## src/pkg/hs_switch_regs.svh

```systemverilog
// Register offsets, field positions, reset values and timing constants for the switch control
`ifndef HS_SWITCH_REGS_SVH
`define HS_SWITCH_REGS_SVH
`define ADDR_TIMER_CTRL 7'h0d
`define ADDR_SD_CTRL 7'h10
`define ADDR_SRC_A 7'h14
`define ADDR_SRC_B 7'h15
`define REG_RESET 8'h00
`define TMASK_TIMER 8'h77
`define TMASK_SD 8'h70
`define TMASK_SRC 8'h77
`define BIT_OV_KEEP 6
`define BIT_UV_KEEP 5
`define BIT_RECOVER 4
`define ON_LSB 4
`define PER_LSB 0
`define SRC_HI_LSB 4
`define CLK_HZ 20000000
`define TICK_US 100
`define TICK_CYCLES ((`CLK_HZ / 1000000) * `TICK_US)
`define ON_TICKS_100US 8'h01
`define ON_TICKS_300US 8'h03
`define ON_TICKS_1MS 8'h0a
`define ON_TICKS_10MS 8'h64
`define ON_TICKS_20MS 8'hc8
`define PER_TICKS_10MS 16'h0064
`define PER_TICKS_20MS 16'h00c8
`define PER_TICKS_50MS 16'h01f4
`define PER_TICKS_100MS 16'h03e8
`define PER_TICKS_200MS 16'h07d0
`define PER_TICKS_1S 16'h2710
`define PER_TICKS_2S 16'h4e20
`define ON_CODE_LOW 3'h0
`define ON_CODE_HIGH 3'h6
`define SRC_OFF 3'h0
`define SRC_ON 3'h1
`define SRC_T1 3'h2
`define SRC_T2 3'h3
`define SRC_DUTY1 3'h4
`define SRC_DUTY2 3'h5
`endif

```

## src/pkg/hs_switch_pkg.sv

```systemverilog
// Types shared by the switch control logic
package hs_switch_pkg;
  typedef struct packed {
    logic wr_en;
    logic [6:0] addr;
    logic [7:0] wdata;
  } reg_req_t;
  typedef struct packed {
    logic ov;
    logic uv;
  } supply_fault_t;
  typedef enum logic [1:0] {
    TMR_STOPPED = 2'b00,
    TMR_ON = 2'b01,
    TMR_OFF = 2'b11
  } tmr_state_t;
endpackage : hs_switch_pkg

```

## src/hw/hs_switch_ctrl.sv

```systemverilog
// Second cyclic timer and high-side switch source control register bank
`timescale 1ns/1ps
`include "hs_switch_regs.svh"
module hs_switch_ctrl #(
  parameter int N_SW = 4
) (
  input wire logic clk,
  input wire logic rst_n,
  input wire logic soft_rst,
  input wire hs_switch_pkg::reg_req_t req,
  output logic [7:0] rdata,
  input wire logic restart_mode,
  input wire logic cyclic_sense,
  input wire hs_switch_pkg::supply_fault_t fault,
  input wire logic [N_SW-1:0] sw_overload,
  input wire logic first_timer_out,
  input wire logic first_duty_out,
  input wire logic second_duty_out,
  output logic [N_SW-1:0] sw_drive,
  output logic second_timer_out
);
  logic [7:0] timer_ff;
  logic [7:0] sd_ff;
  logic [7:0] src_a_ff;
  logic [7:0] src_b_ff;
  logic [15:0] saved_ff;
  logic shut_ff;
  logic [15:0] tick_cnt_ff;
  logic tick;
  logic [15:0] per_cnt_ff;
  logic [7:0] on_cnt_ff;
  hs_switch_pkg::tmr_state_t state_ff;
  hs_switch_pkg::tmr_state_t nxt_state;
  logic [2:0] on_code;
  logic [2:0] per_code;
  logic [7:0] on_ticks;
  logic [15:0] per_ticks;
  logic t2_level;
  logic shut_now;
  logic [15:0] src_all;
  logic [15:0] src_clear;
  logic [15:0] wr_val;
  logic [1:0] wr_hit;
  logic sw_cleared;
  logic ov_shut;
  logic uv_shut;
  logic restore;
  logic [15:0] nxt_src;
  logic [N_SW-1:0] drv_sel;

  assign on_code = timer_ff[`ON_LSB +: 3];
  assign per_code = timer_ff[`PER_LSB +: 3];
  assign src_all = {src_b_ff, src_a_ff};
  // An unmasked supply fault forces every source to off
  assign ov_shut = fault.ov & ~sd_ff[`BIT_OV_KEEP];
  assign uv_shut = fault.uv & ~sd_ff[`BIT_UV_KEEP];
  assign shut_now = ov_shut | uv_shut;

  // On-time in 0.1 ms ticks
  always_comb begin
    case (on_code)
      3'h1: on_ticks = `ON_TICKS_100US;
      3'h2: on_ticks = `ON_TICKS_300US;
      3'h3: on_ticks = `ON_TICKS_1MS;
      3'h4: on_ticks = `ON_TICKS_10MS;
      3'h5: on_ticks = `ON_TICKS_20MS;
      default: on_ticks = 8'h00;
    endcase
  end

  // Period in 0.1 ms ticks
  always_comb begin
    case (per_code)
      3'h0: per_ticks = `PER_TICKS_10MS;
      3'h1: per_ticks = `PER_TICKS_20MS;
      3'h2: per_ticks = `PER_TICKS_50MS;
      3'h3: per_ticks = `PER_TICKS_100MS;
      3'h4: per_ticks = `PER_TICKS_200MS;
      3'h5: per_ticks = `PER_TICKS_1S;
      3'h6: per_ticks = `PER_TICKS_2S;
      default: per_ticks = 16'h0000;
    endcase
  end

  // Per-switch overload clears, and masked write data
  genvar g;
  generate
    for (g = 0; g < N_SW; g++) begin : g_sw
      assign src_clear[g*4 +: 4] = {4{sw_overload[g]}};
    end
  endgenerate

  assign wr_hit[0] = req.wr_en && (req.addr == `ADDR_SRC_A);
  assign wr_hit[1] = req.wr_en && (req.addr == `ADDR_SRC_B);
  always_comb begin
    wr_val = src_all;
    if (wr_hit[0]) begin
      wr_val[7:0] = req.wdata & `TMASK_SRC;
    end
    if (wr_hit[1]) begin
      wr_val[15:8] = req.wdata & `TMASK_SRC;
    end
    wr_val = wr_val & ~src_clear;
    if (shut_now) begin
      wr_val = 16'h0000;
    end
  end
  // Any path that empties both source registers counts as a clear
  assign sw_cleared = (src_all != 16'h0000) && (wr_val == 16'h0000);

  // Fault status, and a snapshot of the sources taken before the forced clear lands
  always_ff @(posedge clk or negedge rst_n) begin
    if (!rst_n) begin
      saved_ff <= 16'h0000;
      shut_ff <= 1'b0;
    end else if (soft_rst) begin
      saved_ff <= 16'h0000;
      shut_ff <= 1'b0;
    end else begin
      shut_ff <= shut_now;
      if (shut_now && !shut_ff) begin
        saved_ff <= src_all & ~src_clear;
      end
    end
  end

  // Restore only on the cycle the fault goes away, and only with recovery enabled
  assign restore = !shut_now && shut_ff && sd_ff[`BIT_RECOVER];
  assign nxt_src = restore ? (saved_ff & ~src_clear) : wr_val;

  always_ff @(posedge clk or negedge rst_n) begin
    if (!rst_n) begin
      src_a_ff <= `REG_RESET;
    end else if (soft_rst) begin
      src_a_ff <= `REG_RESET;
    end else begin
      src_a_ff <= nxt_src[7:0];
    end
  end

  always_ff @(posedge clk or negedge rst_n) begin
    if (!rst_n) begin
      src_b_ff <= `REG_RESET;
    end else if (soft_rst) begin
      src_b_ff <= `REG_RESET;
    end else begin
      src_b_ff <= nxt_src[15:8];
    end
  end

  // Shutdown control register
  always_ff @(posedge clk or negedge rst_n) begin
    if (!rst_n) begin
      sd_ff <= `REG_RESET;
    end else if (soft_rst) begin
      sd_ff <= `REG_RESET;
    end else if (req.wr_en && req.addr == `ADDR_SD_CTRL) begin
      sd_ff <= req.wdata & `TMASK_SD;
    end
  end

  // Second timer control register; the restart clear wins over a write
  always_ff @(posedge clk or negedge rst_n) begin
    if (!rst_n) begin
      timer_ff <= `REG_RESET;
    end else if (soft_rst) begin
      timer_ff <= `REG_RESET;
    end else if (restart_mode && cyclic_sense && sw_cleared) begin
      timer_ff <= `REG_RESET;
    end else if (req.wr_en && req.addr == `ADDR_TIMER_CTRL) begin
      timer_ff <= req.wdata & `TMASK_TIMER;
    end
  end

  // 0.1 ms tick prescaler, held while the timer is stopped so that the
  // first on-time after a start is a whole number of ticks
  always_ff @(posedge clk or negedge rst_n) begin
    if (!rst_n) begin
      tick_cnt_ff <= 16'h0000;
    end else if (state_ff == hs_switch_pkg::TMR_STOPPED) begin
      tick_cnt_ff <= 16'h0000;
    end else if (tick) begin
      tick_cnt_ff <= 16'h0000;
    end else begin
      tick_cnt_ff <= tick_cnt_ff + 16'h0001;
    end
  end
  assign tick = (tick_cnt_ff == 16'(`TICK_CYCLES - 1));

  // Timer runs once a running on-time code and valid period are written
  always_comb begin
    nxt_state = state_ff;
    if (on_ticks == 8'h00 || per_ticks == 16'h0000) begin
      nxt_state = hs_switch_pkg::TMR_STOPPED;
    end else begin
      case (state_ff)
        hs_switch_pkg::TMR_STOPPED: nxt_state = hs_switch_pkg::TMR_ON;
        hs_switch_pkg::TMR_ON: begin
          if (tick && on_cnt_ff == on_ticks - 8'h01) begin
            nxt_state = hs_switch_pkg::TMR_OFF;
          end
        end
        hs_switch_pkg::TMR_OFF: begin
          if (tick && per_cnt_ff == per_ticks - 16'h0001) begin
            nxt_state = hs_switch_pkg::TMR_ON;
          end
        end
        default: nxt_state = hs_switch_pkg::TMR_STOPPED;
      endcase
    end
  end

  always_ff @(posedge clk or negedge rst_n) begin
    if (!rst_n) begin
      state_ff <= hs_switch_pkg::TMR_STOPPED;
      per_cnt_ff <= 16'h0000;
      on_cnt_ff <= 8'h00;
    end else begin
      state_ff <= nxt_state;
      if (nxt_state == hs_switch_pkg::TMR_STOPPED || state_ff == hs_switch_pkg::TMR_STOPPED
          || (state_ff == hs_switch_pkg::TMR_OFF && nxt_state == hs_switch_pkg::TMR_ON)) begin
        per_cnt_ff <= 16'h0000;
        on_cnt_ff <= 8'h00;
      end else if (tick) begin
        per_cnt_ff <= per_cnt_ff + 16'h0001;
        if (state_ff == hs_switch_pkg::TMR_ON) begin
          on_cnt_ff <= on_cnt_ff + 8'h01;
        end
      end
    end
  end

  always_comb begin
    if (on_code == `ON_CODE_HIGH) begin
      t2_level = 1'b1;
    end else if (on_code == `ON_CODE_LOW) begin
      t2_level = 1'b0;
    end else begin
      t2_level = (state_ff == hs_switch_pkg::TMR_ON);
    end
  end

  // Source decode per switch
  generate
    for (g = 0; g < N_SW; g++) begin : g_drv
      logic [2:0] src;
      assign src = src_all[g*4 +: 3];
      always_comb begin
        case (src)
          `SRC_ON: drv_sel[g] = 1'b1;
          `SRC_T1: drv_sel[g] = first_timer_out;
          `SRC_T2: drv_sel[g] = t2_level;
          `SRC_DUTY1: drv_sel[g] = first_duty_out;
          `SRC_DUTY2: drv_sel[g] = second_duty_out;
          default: drv_sel[g] = 1'b0;
        endcase
      end
    end
  endgenerate

  // A supply shutdown gates all switches in the same cycle as the source clear
  always_ff @(posedge clk or negedge rst_n) begin
    if (!rst_n) begin
      sw_drive <= '0;
    end else begin
      sw_drive <= drv_sel & ~{N_SW{shut_now}};
    end
  end

  always_ff @(posedge clk or negedge rst_n) begin
    if (!rst_n) begin
      second_timer_out <= 1'b0;
    end else begin
      second_timer_out <= t2_level;
    end
  end

  // Read-back, reserved bits already held at zero
  always_ff @(posedge clk or negedge rst_n) begin
    if (!rst_n) begin
      rdata <= 8'h00;
    end else begin
      case (req.addr)
        `ADDR_TIMER_CTRL: rdata <= timer_ff;
        `ADDR_SD_CTRL: rdata <= sd_ff;
        `ADDR_SRC_A: rdata <= src_a_ff;
        `ADDR_SRC_B: rdata <= src_b_ff;
        default: rdata <= 8'h00;
      endcase
    end
  end
endmodule : hs_switch_ctrl

```

## config.mk

```make
export PLATFORM = sky130hd
export DESIGN_NAME = hs_switch_ctrl
export DESIGN_NICKNAME = d
export VERILOG_FILES = /design/src/pkg/hs_switch_pkg.sv /design/src/hw/hs_switch_ctrl.sv
export VERILOG_INCLUDE_DIRS = /design/src /design/src/pkg
export SDC_FILE = /design/constraint.sdc
export NUM_CORES = 1
export LEC_CHECK = 0
export BUFFER_PORTS_ARGS = -buffer_cell sky130_fd_sc_hd__buf_4
export CAP_MARGIN = 25
export CORE_UTILIZATION = 47
export DETAILED_ROUTE_END_ITERATION = 6
export GPL_TIMING_DRIVEN = 0
export SKIP_CTS_REPAIR_TIMING = 1
export SLEW_MARGIN = 20
export SYNTH_ARGS = -nofsm -noshare
export SYNTH_HDL_FRONTEND = slang
export SYNTH_SLANG_ARGS = --single-unit
```

## constraint.sdc

```tcl
create_clock -name clk -period 3.15 [get_ports clk]
set_input_delay 0.63 -clock clk [delete_from_list [all_inputs] [get_ports clk]]
set_output_delay 0.63 -clock clk [all_outputs]
set_load 0.01 [all_outputs]
```

==> results.py <==
metrics = {
    "cts": {
        "insertion_delay_ns": 0.35,
        "clk_pin_slew_ns": 0.07,
        "cts_buffers": 9,
        "cts_num_sinks": 97,
        "htree_levels": 3,
        "ctsRootBufferMaster": "clkbuf_16",
        "cts_max_path_buffers": 2,
        "cts_tree": "built",
    },
    "routing": {
        "drt_pass1_iterations": 5,
        "drc_errors": 0,
        "wl_per_cell_um": 17.74,
        "wl_um": 14540,
        "drt_iter0_drc": 268,
        "ant_nets": 0,
        "num_vias": 4733,
        "via_per_inst": 5.772,
    },
    "yosys": {
        "synth_edf_count": 0,
        "synthFlopType": "dfrtp_1",
        "netlist_instances": 624,
        "ys_seq_elements": 97,
        "yosysSeqAreaShare_pct": 42.54,
        "ys_types": 75,
        "synthTopCellsByArea": "dfrtp_1 43%, xnor2_1 5.2%, nor2_1 5.2%",
        "synth.most_common_cell": "dfrtp_1",
        "synth_top_cell_by_area": "dfrtp_1",
        "ys_async_sr_fraction_pct": 100.0,
        "yosys-top-cells-count": "97 x dfrtp_1, 79 x nor2_1, 53 x nand2_1",
        "yosys_warnings": 0,
        "syn_area_per_cell_um2": 9.143,
        "synth_nets": 662,
        "synth_area_um2": 5705,
        "synth_top_area_share_pct": 42.54,
    },
    "run_status": {
        "outcome": "complete, no violations",
    },
    "finish": {
        "antenna-diode-count": 0,
        "final_util_pct": 56.21,
        "multiInputGateArea_um2": 3068,
        "fillers": 1065,
        "final_cells": 820,
        "syn_to_final_growth_pct": 14.41,
        "drive_gt1_share_pct": 12.70,
        "nets": 711,
        "seq_area_um2": 2429,
    },
    "timing": {
        "max_slew.worst_pin.slew_ns": 0.9565,
        "final.period_utilization_pct": 92.07,
        "fin_crit_ns": 2.900,
        "clock.fmax_ghz": 0.3448,
        "final_hold_viol_count": 0,
        "slew_violations": 0,
        "clock_skew_ns": 0.006366,
        "final-setup-viol-count": 0,
        "maxSlewHeadroom_pct": 36.10,
        "rsz0062_at_grt": "no",
    },
    "critical_path": {
        "cp-end-kind": "flip-flop",
        "cp.arrival_ns": 3.14,
        "worstSetupStartpoint": "timer_ff[0]",
        "worst-path-max-fanout": 10,
        "worstReg2RegStart": "timer_ff[0]",
        "cp_data_required_time_ns": 3.39,
        "startpoint_type": "flip-flop",
        "worstSetupPathType": "flip-flop to flip-flop",
    },
    "run": {
        "maxCapViolCount": 0,
    },
    "global_routing": {
        "track_usage_pct": 24.33,
        "grt-ovfl-total": 0,
        "antenna_found_initial": 0,
        "grt_first_pass_wirelength_um": 23940,
        "grt_max_degree": 98,
        "grt_pass1_vias": 4716,
    },
    "floorplan": {
        "rows": 39,
        "dieArea_um2": 12580,
        "die_y_um": 112.2,
        "io_pins": 43,
        "start_util_pct": 49.13,
        "coreArea_um2": 11610,
        "dieWidth_um": 112.2,
    },
    "power": {
        "powerDensity_nw_per_um2": 406.8,
        "p_leak_nw": 2.696,
        "ir_drop_mv": 0.2269,
    },
    "placed_design": {
        "hpwl_um": 10620,
        "routabilityCongestion": 0.8749,
        "io_buffer_count": 39,
        "dp_cells": 806,
    },
    "hold_path": {
        "hp-class": "input pin to asynchronous set/reset pin",
    },
}
cells in the final DEF (no fill, tap or decap), types with 3 or more instances in the layout:
cell,netlist,final
a211oi_1,9,9
a21boi_0,3,3
a21oi_1,34,34
a222oi_1,3,3
a22oi_1,3,3
a31oi_1,4,4
and2_1,4,4
and3_1,6,6
buf_2,2,3
buf_4,1,39
buf_6,2,3
bufinv_16,0,3
clkbuf_1,23,19
clkbuf_16,0,9
dfrtp_1,97,96
ha_1,8,7
inv_1,22,22
mux2i_1,27,27
nand2_1,53,53
nand2b_1,10,10
nand3_1,17,17
nand3b_1,19,19
nand4_1,9,9
nor2_1,79,79
nor2_2,3,3
nor2b_1,13,13
nor3_1,31,31
nor3b_1,3,3
nor4_1,5,5
o21ai_0,17,17
o221ai_1,4,4
o22ai_1,3,3
or3_1,11,11
xnor2_1,34,34
xor2_1,15,15
through the flow:
stage	hold slack, ns	total power [mW]	worst slack (ns)	setup TNS [ns]	area (um2)
2_1_floorplan	0.3344	1.313	0.3155	0	5705
3_3_place_gp	0.4500	1.399	-0.2390	-4.567	6177
3_5_place_dp	0.4872	1.400	-0.2860	-5.658	6181
4_1_cts	0.4200	2.672	-0.2879	-5.719	6524
5_1_grt	0.4502	2.722	0.03137	0	6528
6_report	0.3761	2.655	0.2498	0	6528
power by group:
group | total, mW | internal (mW) | switching [mW]
logic | 0.127 | 0.0394 | 0.0877
clock network | 1.28 | 0.794 | 0.487
registers | 1.25 | 1.25 | 0.00129
total | 2.66 | 2.08 | 0.576
routing by layer:
layer  up-vias  GRT usage [%]  wire, um
met1      2284          31.46      6635
met5         -              0         0
met2       122          40.66      6922
met3        30          3.186       575
li1       2297              -         -
met4         0          11.38       411
state kept, by name (all words and copies together), names as in the netlist:
signal	count
timer_ff	6
per_cnt_ff	16
shut_ff	1
rdata	8
saved_ff	16
state_ff	2
sw_drive	4
tick_cnt_ff	16
on_cnt_ff	8
sd_ff	3
src_b_ff	8
src_a_ff	8
second_timer_out	1
final cells by class:
cell class                 instances  area share [%]
clock inverter                     5           1.591
sequential                        97           37.21
clock buffer                      10           3.661
inverter                          22           1.265
timing repair buffer              39           4.543
multi-input combinational        476           47.00
tap                              143           2.741
buffer                            28           1.993
logic make-up after synthesis:
family / count (synthesis) / synth area share [%]
AOI/OAI and AO/OA: 106 / 12.50
xor gates and xnor gates: 49 / 7.522
adders and majority gates: 8 / 1.754
buffers and inverters: 51 / 3.728
DFF: 97 / 42.54
muxes: 29 / 5.132
and+or+nand+nor: 284 / 26.82
critical path: stages, from the launching register on:
cell	delay, ns
dfrtp_2	0.46
buf_2	0.20
clkbuf_2	0.22
nand2_1	0.11
ha_2	0.28
a21boi_0	0.11
o21ai_0	0.16
o2111ai_1	0.15
or4b_4	0.53
o31ai_4	0.31
buf_6	0.21
nor2_1	0.06
worst paths after layout:
check	end	slack [ns]	cells past startpoint
hold reg to reg	tick_cnt_ff[0]	0.50	1
setup reg to reg	per_cnt_ff[9]	0.25	11
hold / removal	tick_cnt_ff[9]	0.38	1
max in group asynchronous	timer_ff[0]	2.16	1
setup / recovery	per_cnt_ff[9]	0.25	11
min in group clk	tick_cnt_ff[0]	0.50	1
Power figures use the tool's default switching activity.
